<file path="src/hdl/asx_pkg.sv">
// package for the subtract / xor / swap execution datapath
// assumes: one core clock, decoder presents one operation per cycle
package asx_pkg;
	// ------------------------------------------------------------
	// operation codes
	// ------------------------------------------------------------
	typedef enum logic [2:0] {
		ASX_OP_NONE = 3'h0,
		ASX_OP_FILE_MINUS_ACC = 3'h1,
		ASX_OP_FILE_MINUS_ACC_BORROW = 3'h2,
		ASX_OP_NIBBLE_EXCHANGE = 3'h3,
		ASX_OP_PIN_DIRECTION_LOAD = 3'h4,
		ASX_OP_LITERAL_XOR_ACC = 3'h5,
		ASX_OP_FILE_XOR_ACC = 3'h6
	} asx_op_t;

	// ------------------------------------------------------------
	// operand selectors and reset values
	// ------------------------------------------------------------
	localparam logic [6:0] ASX_FILE_ADDR_MAX = 7'h7f;
	localparam logic [6:0] ASX_SEL_PORT_A = 7'h05;
	localparam logic [6:0] ASX_SEL_PORT_B = 7'h06;
	localparam logic [6:0] ASX_SEL_PORT_C = 7'h07;
	localparam logic ASX_DEST_ACC = 1'b0;
	localparam logic ASX_DEST_FILE = 1'b1;
	localparam logic [7:0] ASX_ACC_RESET = 8'h00;
	localparam logic [7:0] ASX_DIR_RESET = 8'hff;
	localparam logic [2:0] ASX_FLAGS_RESET = 3'h0;

	// one operation from the decoder
	typedef struct packed {
		logic valid;
		asx_op_t op;
		logic [6:0] addr;
		logic dest;
		logic [7:0] literal;
		logic [7:0] file_data;
	} asx_req_t;

	// status flags
	typedef struct packed {
		logic zero;
		logic nibble_borrow_flag;
		logic carry;
	} asx_flags_t;

	// combinational result of the unit
	typedef struct packed {
		logic [7:0] value;
		asx_flags_t flags;
		logic wr_acc;
		logic wr_file;
		logic [2:0] wr_dir;
	} asx_res_t;
endpackage

</file>
<file path="src/hdl/asx_alu.sv">
// combinational arithmetic for the datapath
// assumes: operands settled within the cycle; flags fed back from the top
`timescale 1ns/100ps
`default_nettype none
module asx_alu (
	// operation in
	input wire asx_pkg::asx_req_t req,
	input wire logic [7:0] acc,
	input wire asx_pkg::asx_flags_t flags_in,
	// result out
	output var asx_pkg::asx_res_t res
);
	logic [8:0] diff;
	logic [4:0] low_diff;
	logic borrow_in;

	// ------------------------------------------------------------
	// subtract core
	// ------------------------------------------------------------
	// file - acc - borrow; carry out is no-borrow
	always_comb begin
		borrow_in = (req.op == asx_pkg::ASX_OP_FILE_MINUS_ACC_BORROW) && !flags_in.carry;
		diff = {1'b0, req.file_data} + {1'b0, ~acc} + {8'h00, !borrow_in};
		low_diff = {1'b0, req.file_data[3:0]} + {1'b0, ~acc[3:0]} + {4'h0, !borrow_in};
	end

	// ------------------------------------------------------------
	// result select
	// ------------------------------------------------------------
	always_comb begin
		res = '0;
		res.flags = flags_in;
		case (req.op)
			asx_pkg::ASX_OP_FILE_MINUS_ACC,
			asx_pkg::ASX_OP_FILE_MINUS_ACC_BORROW: begin
				res.value = diff[7:0];
				res.flags.carry = diff[8];
				res.flags.nibble_borrow_flag = low_diff[4];
				res.flags.zero = (diff[7:0] == 8'h00);
			end
			asx_pkg::ASX_OP_NIBBLE_EXCHANGE: begin
				res.value = {req.file_data[3:0], req.file_data[7:4]};
			end
			asx_pkg::ASX_OP_LITERAL_XOR_ACC: begin
				res.value = acc ^ req.literal;
				res.flags.zero = (res.value == 8'h00);
			end
			asx_pkg::ASX_OP_FILE_XOR_ACC: begin
				res.value = acc ^ req.file_data;
				res.flags.zero = (res.value == 8'h00);
			end
			asx_pkg::ASX_OP_PIN_DIRECTION_LOAD: begin
				res.value = acc;
			end
			default: begin
				res.value = 8'h00;
			end
		endcase
		if (req.valid) begin
			case (req.op)
				asx_pkg::ASX_OP_LITERAL_XOR_ACC: res.wr_acc = 1'b1;
				asx_pkg::ASX_OP_FILE_MINUS_ACC,
				asx_pkg::ASX_OP_FILE_MINUS_ACC_BORROW,
				asx_pkg::ASX_OP_NIBBLE_EXCHANGE,
				asx_pkg::ASX_OP_FILE_XOR_ACC: begin
					res.wr_acc = (req.dest == asx_pkg::ASX_DEST_ACC);
					res.wr_file = (req.dest == asx_pkg::ASX_DEST_FILE);
				end
				asx_pkg::ASX_OP_PIN_DIRECTION_LOAD: begin
					res.wr_dir[0] = (req.addr == asx_pkg::ASX_SEL_PORT_A);
					res.wr_dir[1] = (req.addr == asx_pkg::ASX_SEL_PORT_B);
					res.wr_dir[2] = (req.addr == asx_pkg::ASX_SEL_PORT_C);
				end
				default: res.wr_acc = 1'b0;
			endcase
		end
		if (!req.valid || req.op == asx_pkg::ASX_OP_NONE ||
			req.op == asx_pkg::ASX_OP_NIBBLE_EXCHANGE ||
			req.op == asx_pkg::ASX_OP_PIN_DIRECTION_LOAD) begin
			res.flags = flags_in;
		end
	end
endmodule // asx_alu
`default_nettype wire

</file>
<file path="src/hdl/asx_top.sv">
// top of the subtract / xor / swap execution datapath
// assumes: decoder supplies file data already read for the given address
`timescale 1ns/100ps
`default_nettype none

// Overview of operation
// - file-minus-acc gives 8-bit file value minus accumulator, address 0..127
// - destination bit 0 writes accumulator, 1 writes the file register
// - carry cleared when accumulator exceeds file value, else set
// - nibble borrow flag cleared when acc low nibble exceeds file's, else set
// - borrow subtract takes accumulator and inverted carry from file value
// - nibble exchange swaps file nibbles, flags untouched
// - direction load copies accumulator to port A/B/C direction for 5/6/7
// - literal xor writes acc xor literal into accumulator, zero flag only
// - file xor routes acc xor file by destination, zero flag only
module asx_top (
	// clock and reset
	input wire logic REF_CLK,
	input wire logic NRST,
	// operation from decoder
	input wire asx_pkg::asx_req_t REQ,
	// results
	output logic [7:0] ACC,
	output var asx_pkg::asx_flags_t FLAGS,
	output logic FILE_WE,
	output logic [6:0] FILE_ADDR,
	output logic [7:0] FILE_WDATA,
	output logic [7:0] PORT_A_DIRECTION,
	output logic [7:0] PORT_B_DIRECTION,
	output logic [7:0] PORT_C_DIRECTION
);
	logic rst_meta;
	logic rst_n;
	asx_pkg::asx_res_t res;

	// ------------------------------------------------------------
	// reset release
	// ------------------------------------------------------------
	always_ff @(posedge REF_CLK or negedge NRST) begin
		if (!NRST) begin
			rst_meta <= 1'b0;
			rst_n <= 1'b0;
		end else begin
			rst_meta <= 1'b1;
			rst_n <= rst_meta;
		end
	end

	// ------------------------------------------------------------
	// arithmetic
	// ------------------------------------------------------------
	asx_alu u_alu (
		.req(REQ),
		.acc(ACC),
		.flags_in(FLAGS),
		.res(res)
	);

	// accumulator and flags
	always_ff @(posedge REF_CLK or negedge rst_n) begin
		if (!rst_n) begin
			ACC <= asx_pkg::ASX_ACC_RESET;
			FLAGS <= asx_pkg::ASX_FLAGS_RESET;
		end else begin
			if (res.wr_acc) begin
				ACC <= res.value;
			end
			FLAGS <= res.flags;
		end
	end

	// file write-back
	always_ff @(posedge REF_CLK or negedge rst_n) begin
		if (!rst_n) begin
			FILE_WE <= 1'b0;
			FILE_ADDR <= 7'h00;
			FILE_WDATA <= 8'h00;
		end else begin
			FILE_WE <= res.wr_file;
			FILE_ADDR <= REQ.addr;
			FILE_WDATA <= res.value;
		end
	end

	// direction registers
	always_ff @(posedge REF_CLK or negedge rst_n) begin
		if (!rst_n) begin
			PORT_A_DIRECTION <= asx_pkg::ASX_DIR_RESET;
			PORT_B_DIRECTION <= asx_pkg::ASX_DIR_RESET;
			PORT_C_DIRECTION <= asx_pkg::ASX_DIR_RESET;
		end else begin
			if (res.wr_dir[0]) PORT_A_DIRECTION <= res.value;
			if (res.wr_dir[1]) PORT_B_DIRECTION <= res.value;
			if (res.wr_dir[2]) PORT_C_DIRECTION <= res.value;
		end
	end

	// ------------------------------------------------------------
	// checks
	// ------------------------------------------------------------
	property p_sub_result;
		@(posedge REF_CLK) disable iff (!rst_n)
		(REQ.valid && REQ.op == asx_pkg::ASX_OP_FILE_MINUS_ACC && REQ.dest == 1'b0)
		|=> ACC == $past(REQ.file_data) - $past(ACC);
	endproperty
	a_sub_result: assert property (p_sub_result) else $error("subtract result wrong");

	property p_file_dest;
		@(posedge REF_CLK) disable iff (!rst_n)
		(REQ.valid && REQ.op == asx_pkg::ASX_OP_FILE_XOR_ACC && REQ.dest == 1'b1)
		|=> FILE_WE && FILE_WDATA == ($past(ACC) ^ $past(REQ.file_data)) && $stable(ACC);
	endproperty
	a_file_dest: assert property (p_file_dest) else $error("file destination wrong");

	property p_sub_carry;
		@(posedge REF_CLK) disable iff (!rst_n)
		(REQ.valid && REQ.op == asx_pkg::ASX_OP_FILE_MINUS_ACC)
		|=> FLAGS.carry == ($past(ACC) <= $past(REQ.file_data));
	endproperty
	a_sub_carry: assert property (p_sub_carry) else $error("carry wrong");

	property p_sub_dc;
		@(posedge REF_CLK) disable iff (!rst_n)
		(REQ.valid && REQ.op == asx_pkg::ASX_OP_FILE_MINUS_ACC)
		|=> FLAGS.nibble_borrow_flag == ($past(ACC[3:0]) <= $past(REQ.file_data[3:0]));
	endproperty
	a_sub_dc: assert property (p_sub_dc) else $error("nibble borrow wrong");

	property p_borrow_sub;
		@(posedge REF_CLK) disable iff (!rst_n)
		(REQ.valid && REQ.op == asx_pkg::ASX_OP_FILE_MINUS_ACC_BORROW && REQ.dest == 1'b0)
		|=> ACC == $past(REQ.file_data) - $past(ACC) - {7'h00, !$past(FLAGS.carry)};
	endproperty
	a_borrow_sub: assert property (p_borrow_sub) else $error("borrow subtract wrong");

	property p_swap;
		@(posedge REF_CLK) disable iff (!rst_n)
		(REQ.valid && REQ.op == asx_pkg::ASX_OP_NIBBLE_EXCHANGE)
		|=> $stable(FLAGS) && FILE_WDATA == {$past(REQ.file_data[3:0]), $past(REQ.file_data[7:4])};
	endproperty
	a_swap: assert property (p_swap) else $error("swap wrong");

	property p_dir;
		@(posedge REF_CLK) disable iff (!rst_n)
		(REQ.valid && REQ.op == asx_pkg::ASX_OP_PIN_DIRECTION_LOAD && REQ.addr == 7'h06)
		|=> PORT_B_DIRECTION == $past(ACC) && $stable(PORT_A_DIRECTION) && $stable(FLAGS);
	endproperty
	a_dir: assert property (p_dir) else $error("direction load wrong");

	property p_lit_xor;
		@(posedge REF_CLK) disable iff (!rst_n)
		(REQ.valid && REQ.op == asx_pkg::ASX_OP_LITERAL_XOR_ACC)
		|=> ACC == ($past(ACC) ^ $past(REQ.literal)) && FLAGS.zero == (ACC == 8'h00)
			&& FLAGS.carry == $past(FLAGS.carry);
	endproperty
	a_lit_xor: assert property (p_lit_xor) else $error("literal xor wrong");

	property p_xor_flags;
		@(posedge REF_CLK) disable iff (!rst_n)
		(REQ.valid && REQ.op == asx_pkg::ASX_OP_FILE_XOR_ACC)
		|=> FLAGS.nibble_borrow_flag == $past(FLAGS.nibble_borrow_flag)
			&& FLAGS.zero == (($past(ACC) ^ $past(REQ.file_data)) == 8'h00);
	endproperty
	a_xor_flags: assert property (p_xor_flags) else $error("file xor flags wrong");

	property p_zero;
		@(posedge REF_CLK) disable iff (!rst_n)
		(REQ.valid && REQ.op == asx_pkg::ASX_OP_FILE_MINUS_ACC)
		|=> FLAGS.zero == ($past(REQ.file_data) == $past(ACC));
	endproperty
	a_zero: assert property (p_zero) else $error("zero flag wrong");

	property p_borrow_carry;
		@(posedge REF_CLK) disable iff (!rst_n)
		(REQ.valid && REQ.op == asx_pkg::ASX_OP_FILE_MINUS_ACC_BORROW && FLAGS.carry
			&& REQ.dest == 1'b0)
		|=> ACC == $past(REQ.file_data) - $past(ACC);
	endproperty
	a_borrow_carry: assert property (p_borrow_carry) else $error("no-borrow case wrong");

	// subtract sent back to the file goes out on the write port only
	property p_sub_file;
		@(posedge REF_CLK) disable iff (!rst_n)
		(REQ.valid && REQ.op == asx_pkg::ASX_OP_FILE_MINUS_ACC
			&& REQ.dest == asx_pkg::ASX_DEST_FILE)
		|=> FILE_WE && FILE_ADDR == $past(REQ.addr) && $stable(ACC)
			&& FILE_WDATA == ($past(REQ.file_data) - $past(ACC));
	endproperty
	a_sub_file: assert property (p_sub_file) else $error("subtract write-back wrong");

	// a file operation aimed at the accumulator must not touch data memory
	property p_dest_acc;
		@(posedge REF_CLK) disable iff (!rst_n)
		(REQ.valid && REQ.dest == asx_pkg::ASX_DEST_ACC
			&& (REQ.op == asx_pkg::ASX_OP_FILE_MINUS_ACC
			|| REQ.op == asx_pkg::ASX_OP_FILE_MINUS_ACC_BORROW
			|| REQ.op == asx_pkg::ASX_OP_NIBBLE_EXCHANGE
			|| REQ.op == asx_pkg::ASX_OP_FILE_XOR_ACC))
		|=> !FILE_WE;
	endproperty
	a_dest_acc: assert property (p_dest_acc) else $error("stray file write");

	// idle or empty cycles leave accumulator, flags and direction registers alone and raise no file write
	property p_idle;
		@(posedge REF_CLK) disable iff (!rst_n)
		(!REQ.valid || REQ.op == asx_pkg::ASX_OP_NONE)
		|=> !FILE_WE && $stable(ACC) && $stable(FLAGS) && $stable(PORT_A_DIRECTION)
			&& $stable(PORT_B_DIRECTION) && $stable(PORT_C_DIRECTION);
	endproperty
	a_idle: assert property (p_idle) else $error("idle cycle changed state");

	// borrow subtract: carry and nibble flag include the incoming borrow
	property p_borrow_flags;
		@(posedge REF_CLK) disable iff (!rst_n)
		(REQ.valid && REQ.op == asx_pkg::ASX_OP_FILE_MINUS_ACC_BORROW)
		|=> FLAGS.carry == ({1'b0, $past(REQ.file_data)}
			>= ({1'b0, $past(ACC)} + {8'h00, !$past(FLAGS.carry)}))
			&& FLAGS.nibble_borrow_flag == ({1'b0, $past(REQ.file_data[3:0])}
			>= ({1'b0, $past(ACC[3:0])} + {4'h0, !$past(FLAGS.carry)}));
	endproperty
	a_borrow_flags: assert property (p_borrow_flags) else $error("borrow flags wrong");

	// borrow subtract zero flag follows the 8-bit result
	property p_borrow_zero;
		@(posedge REF_CLK) disable iff (!rst_n)
		(REQ.valid && REQ.op == asx_pkg::ASX_OP_FILE_MINUS_ACC_BORROW)
		|=> FLAGS.zero == (($past(REQ.file_data) - $past(ACC)
			- {7'h00, !$past(FLAGS.carry)}) == 8'h00);
	endproperty
	a_borrow_zero: assert property (p_borrow_zero) else $error("borrow zero wrong");

	// first selector loads port A only
	property p_dir_a;
		@(posedge REF_CLK) disable iff (!rst_n)
		(REQ.valid && REQ.op == asx_pkg::ASX_OP_PIN_DIRECTION_LOAD
			&& REQ.addr == asx_pkg::ASX_SEL_PORT_A)
		|=> PORT_A_DIRECTION == $past(ACC) && $stable(PORT_B_DIRECTION)
			&& $stable(PORT_C_DIRECTION);
	endproperty
	a_dir_a: assert property (p_dir_a) else $error("port a direction load wrong");

	// last selector loads port C only
	property p_dir_c;
		@(posedge REF_CLK) disable iff (!rst_n)
		(REQ.valid && REQ.op == asx_pkg::ASX_OP_PIN_DIRECTION_LOAD
			&& REQ.addr == asx_pkg::ASX_SEL_PORT_C)
		|=> PORT_C_DIRECTION == $past(ACC) && $stable(PORT_A_DIRECTION)
			&& $stable(PORT_B_DIRECTION);
	endproperty
	a_dir_c: assert property (p_dir_c) else $error("port c direction load wrong");

	// selectors outside the port range change nothing
	property p_dir_other;
		@(posedge REF_CLK) disable iff (!rst_n)
		(REQ.valid && REQ.op == asx_pkg::ASX_OP_PIN_DIRECTION_LOAD
			&& (REQ.addr < asx_pkg::ASX_SEL_PORT_A || REQ.addr > asx_pkg::ASX_SEL_PORT_C))
		|=> $stable(PORT_A_DIRECTION) && $stable(PORT_B_DIRECTION)
			&& $stable(PORT_C_DIRECTION) && $stable(ACC) && $stable(FLAGS);
	endproperty
	a_dir_other: assert property (p_dir_other) else $error("stray direction load");
endmodule // asx_top
`default_nettype wire

</file>
<file path="config.mk">
export PLATFORM = sky130hd
export DESIGN_NAME = asx_top
export DESIGN_NICKNAME = d
export VERILOG_FILES = /design/src/hdl/asx_pkg.sv /design/src/hdl/asx_alu.sv /design/src/hdl/asx_top.sv
export SDC_FILE = /design/constraint.sdc
export NUM_CORES = 1
export LEC_CHECK = 0
export BUFFER_PORTS_ARGS = -buffer_cell sky130_fd_sc_hd__buf_2
export CORE_ASPECT_RATIO = 1.4
export CORE_MARGIN = 10
export CORE_UTILIZATION = 43
export CTS_CLUSTER_DIAMETER = 60
export DETAILED_ROUTE_END_ITERATION = 8
export PLACE_DENSITY = 0.79
export SETUP_SLACK_MARGIN = 0.2
export SKIP_LAST_GASP = 1
export SLEW_MARGIN = 20
export SYNTH_ARGS = -nofsm -noshare
export SYNTH_HDL_FRONTEND = slang
export SYNTH_SLANG_ARGS = --single-unit
</file>
<file path="constraint.sdc">
create_clock -name REF_CLK -period 3.05 [get_ports REF_CLK]
set_input_delay 0.305 -clock REF_CLK [delete_from_list [all_inputs] [get_ports REF_CLK]]
set_output_delay 0.305 -clock REF_CLK [all_outputs]
set_load 0.01 [all_outputs]
</file>
==> metrics.csv <==
metric;value;unit
status;completed;
worst_hold_path.endpoint;FILE_ADDR[3];
ys_top_cells_by_count;sky130_fd_sc_hd__dfrtp_1, sky130_fd_sc_hd__mux2_2, sky130_fd_sc_hd__dfstp_2, sky130_fd_sc_hd__nand2_1, sky130_fd_sc_hd__a21oi_1;
ff2ff_path_depth;9;
route.detailed.drc;0;
fin_nets;394;
detailedRoute.firstPassIterationCount;4;
final_weighted_congestion_in_routability_driven_placement;1.02;
tritoncts.num_buffers;5;
cp.arrival;2.97;ns
rrSetupSlack;0.34;ns
layout-drive-gt1-share;44.5;%
mean_cell_area_of_the_mapped_netlist;11.0;sq um
hold_path_startpoint;REQ[20];
layoutNonFillerInstCount;447;
grt_pass1_wl;13700;microns
path_max_fanout;3;
yosysTopAreaCell;sky130_fd_sc_hd__dfrtp_1;
r2r-end;ACC[6];
syn-num-nets;307;
final_min_period_over_clock_period;88.9;%
layout-area-overhead-vs-synth;21.8;%
grt_total_ovfl;0;
fmax;369;MHz
hold_path.class;in -> reg;
h-tree-depth;2;
worst-endpoint-required;3.31;ns
via_density_per_instance;5.47;
post_route_cell_area;3570;sq um
design.die.area;10600;sq um
cts.sinks;53;
drt.antenna.violating_nets;0;
syn_area;2930;sq um
max-cap-violations;0;
postRouteWirelength;8430;microns
port-buffer-count;80;
dpl.cell_count;436;
max-slew-margin-rel;44.2;%
drt_first_iter_violations;207;
synthesis.yosys.warnings;0;
routed_wire_length_per_instance;18.8;microns
synth.ff_latch_count;53;
placement.setup.worst_slack;0.158;ns
rsz0062_at_grt;false;
finalSetupViolCount;0;
die_x;89.8;microns
placementRows;35;
antenna_found_initial;0;
ys_async_sr_fraction;100;%
cp-start-kind;flop;
final_critical_period;2.71;ns
global_route.usage.total;15.9;%
actual_transition_at_the_worst_max_transition_pin;0.838;ns
worst_skew_pair.late_latency;0.31;ns
vias;2447;
grt_max_degree;40;
switching_share;38.2;%
timing_worst_setup_path_type;reg -> reg;
postLayoutSetupSlackWorst;0.339;ns
clock_power_share;19.9;%
fin_setup_tns;0;ns
pwr-share-comb;42.4;%
synth_top_area_share;24.8;%
floorplan.core_area;6610;sq um
synth-main-ff-cell;sky130_fd_sc_hd__dfrtp_1;
die_height;118;microns
synth_seq_area_share;46.3;%
slew_viol_final;0;
netlist_instances;267;
finClkSkew;0.0131;ns
worst_r2r_startpoint;FLAGS[0];
cts_tree;done;
worst_voltage_drop_across_the_vdd_grid;0.000285;V
cts.path.max_buffers;2;
dpl-instance-area;3420;sq um
hold_depth;1;
cts.clk_slew.worst_paths;0.10;ns
yosys.cell_count.top_type;sky130_fd_sc_hd__dfrtp_1;
floorplan.initialDensity;44.3;%
hold_viol_final;0;
number_of_enable_flip_flop_cells_after_synthesis;0;
p_seq_share;37.8;%
grt_pass1_vias;2631;
power_density;666;nW/um^2
synth.lib_cells_used.distinct;59;
synthTopCellsByArea;sky130_fd_sc_hd__dfrtp_1, sky130_fd_sc_hd__dfstp_2, sky130_fd_sc_hd__mux2_2, sky130_fd_sc_hd__ha_1, sky130_fd_sc_hd__nand2_1;
p_leak;1.71;nW
clock-root-buffer;sky130_fd_sc_hd__clkbuf_8;
internal-power;1.47;mW
switching_power;907;uW
cp-end-kind;flop;
pin_count;81;
fillerInstances;573;
antenna_cells_inserted;0;
place_hpwl;6660;microns
-- cells by family (layout without fill, tap and decap cells) --
kind of cell | Yosys count | in the layout | share of synthesized area (%)
compound gates | 60 | 60 | 14.7
xor+xnor | 10 | 10 | 2.99
fa+ha+maj | 10 | 10 | 4.78
buf+inv | 20 | 108 | 3.76
flops | 53 | 53 | 46.3
mux | 33 | 33 | 12.5
other cells | 1 | 1 | 0.128
simple gates | 80 | 80 | 14.9
-- flip-flops by register name, summed over array words and instances (netlist names) --
signal            flops
FILE_WE               1
FLAGS                 3
ACC                   8
FILE_ADDR             7
PORT_C_DIRECTION      8
rst_meta              1
rst_n                 1
PORT_B_DIRECTION      8
FILE_WDATA            8
PORT_A_DIRECTION      8
-- metal layers --
| metal | vias up | global-route usage (%) | share of wire, % |
|---|---|---|---|
| met2 | 87 | 30.1 | 54 |
| met3 | 20 | 2.87 | 5.2 |
| met5 | - | 0 | 0 |
| met4 | 0 | 7.51 | 3.6 |
| li1 | 1144 | - | - |
| met1 | 1196 | 16.1 | 37 |
-- critical path, cell delays in order (launching register included) --
cell,delay [ns]
sky130_fd_sc_hd__dfrtp_1,0.41
sky130_fd_sc_hd__or3_1,0.37
sky130_fd_sc_hd__fa_1,0.42
sky130_fd_sc_hd__fa_2,0.37
sky130_fd_sc_hd__a21o_1,0.23
sky130_fd_sc_hd__nand3_1,0.13
sky130_fd_sc_hd__a31oi_1,0.11
sky130_fd_sc_hd__a311oi_1,0.30
sky130_fd_sc_hd__a21o_1,0.19
sky130_fd_sc_hd__mux2_2,0.14
-- what timing repair did --
action | in CTS | in global routing
buffers inserted | 0 | 2
setup endpoints to repair | 0 | 5
hold buffers | 1 | 0
gates resized for setup | 0 | 2
endpoints found under the hold margin | 2 | 0
-- cell type report --
| cell class | count | area [sq um] | area share [%] |
|---|---|---|---|
| Multi-Input combinational cell | 194 | 1480 | 41.4 |
| Timing Repair Buffer | 88 | 463 | 13.0 |
| Sequential cell | 53 | 1360 | 38.0 |
| Inverter | 12 | 45.0 | 1.26 |
| Clock buffer | 8 | 111 | 3.12 |
| Tap cell | 92 | 115 | 3.22 |
-- power by group through the flow --
stage	combinational, mW	clock [mW]	sequential, mW
after global placement	0.972	0	0.904
after detailed placement	0.979	0	0.910
after CTS	0.983	0.484	0.899
after floorplan	0.635	0	0.947
after global routing	1.12	0.514	0.914
final	1.01	0.472	0.897
-- how the worst max path moves through the flow --
stage | slack [ns] | to | from
finish | 0.34 | ACC[6] | FLAGS[0]
global route | 0.22 | PORT_A_DIRECTION[4] | FLAGS[0]
CTS | 0.27 | ACC[6] | FLAGS[0]
detailed placement | 0.16 | ACC[6] | REQ[24]
global placement | 0.19 | ACC[6] | REQ[24]
floorplan | 0.21 | ACC[6] | REQ[26]
-- placed cells by master, fill, tap and decap left out, types with 3 or more instances in the layout --
cell,n
sky130_fd_sc_hd__inv_1,12
sky130_fd_sc_hd__mux2i_1,4
sky130_fd_sc_hd__dfrtp_1,28
sky130_fd_sc_hd__xnor2_1,8
sky130_fd_sc_hd__nand4_1,3
sky130_fd_sc_hd__a21oi_1,13
sky130_fd_sc_hd__nand2_1,20
sky130_fd_sc_hd__o21ai_0,12
sky130_fd_sc_hd__nand2b_1,10
sky130_fd_sc_hd__a32o_1,3
sky130_fd_sc_hd__buf_4,7
sky130_fd_sc_hd__dfstp_2,24
sky130_fd_sc_hd__clkbuf_8,6
sky130_fd_sc_hd__a21o_1,4
sky130_fd_sc_hd__nor2_1,13
sky130_fd_sc_hd__nand3_1,7
sky130_fd_sc_hd__nor3_1,5
sky130_fd_sc_hd__buf_2,80
sky130_fd_sc_hd__mux2_2,27
sky130_fd_sc_hd__nor2b_1,7
sky130_fd_sc_hd__a21oi_2,3
sky130_fd_sc_hd__ha_1,8
-- through the flow --
stage | total power, mW | util (%) | hold WS [ns]
after CTS | 2.37 | 53.6 | 0.103
after detailed placement | 1.89 | 51.8 | 0.0901
after global routing | 2.55 | 54.0 | 0.0976
final | 2.38 | 54.0 | 0.108
after global placement | 1.88 | 51.8 | 0.0904
after floorplan | 1.58 | - | 0.00941
Note: power is estimated with default switching activity, not from simulation.
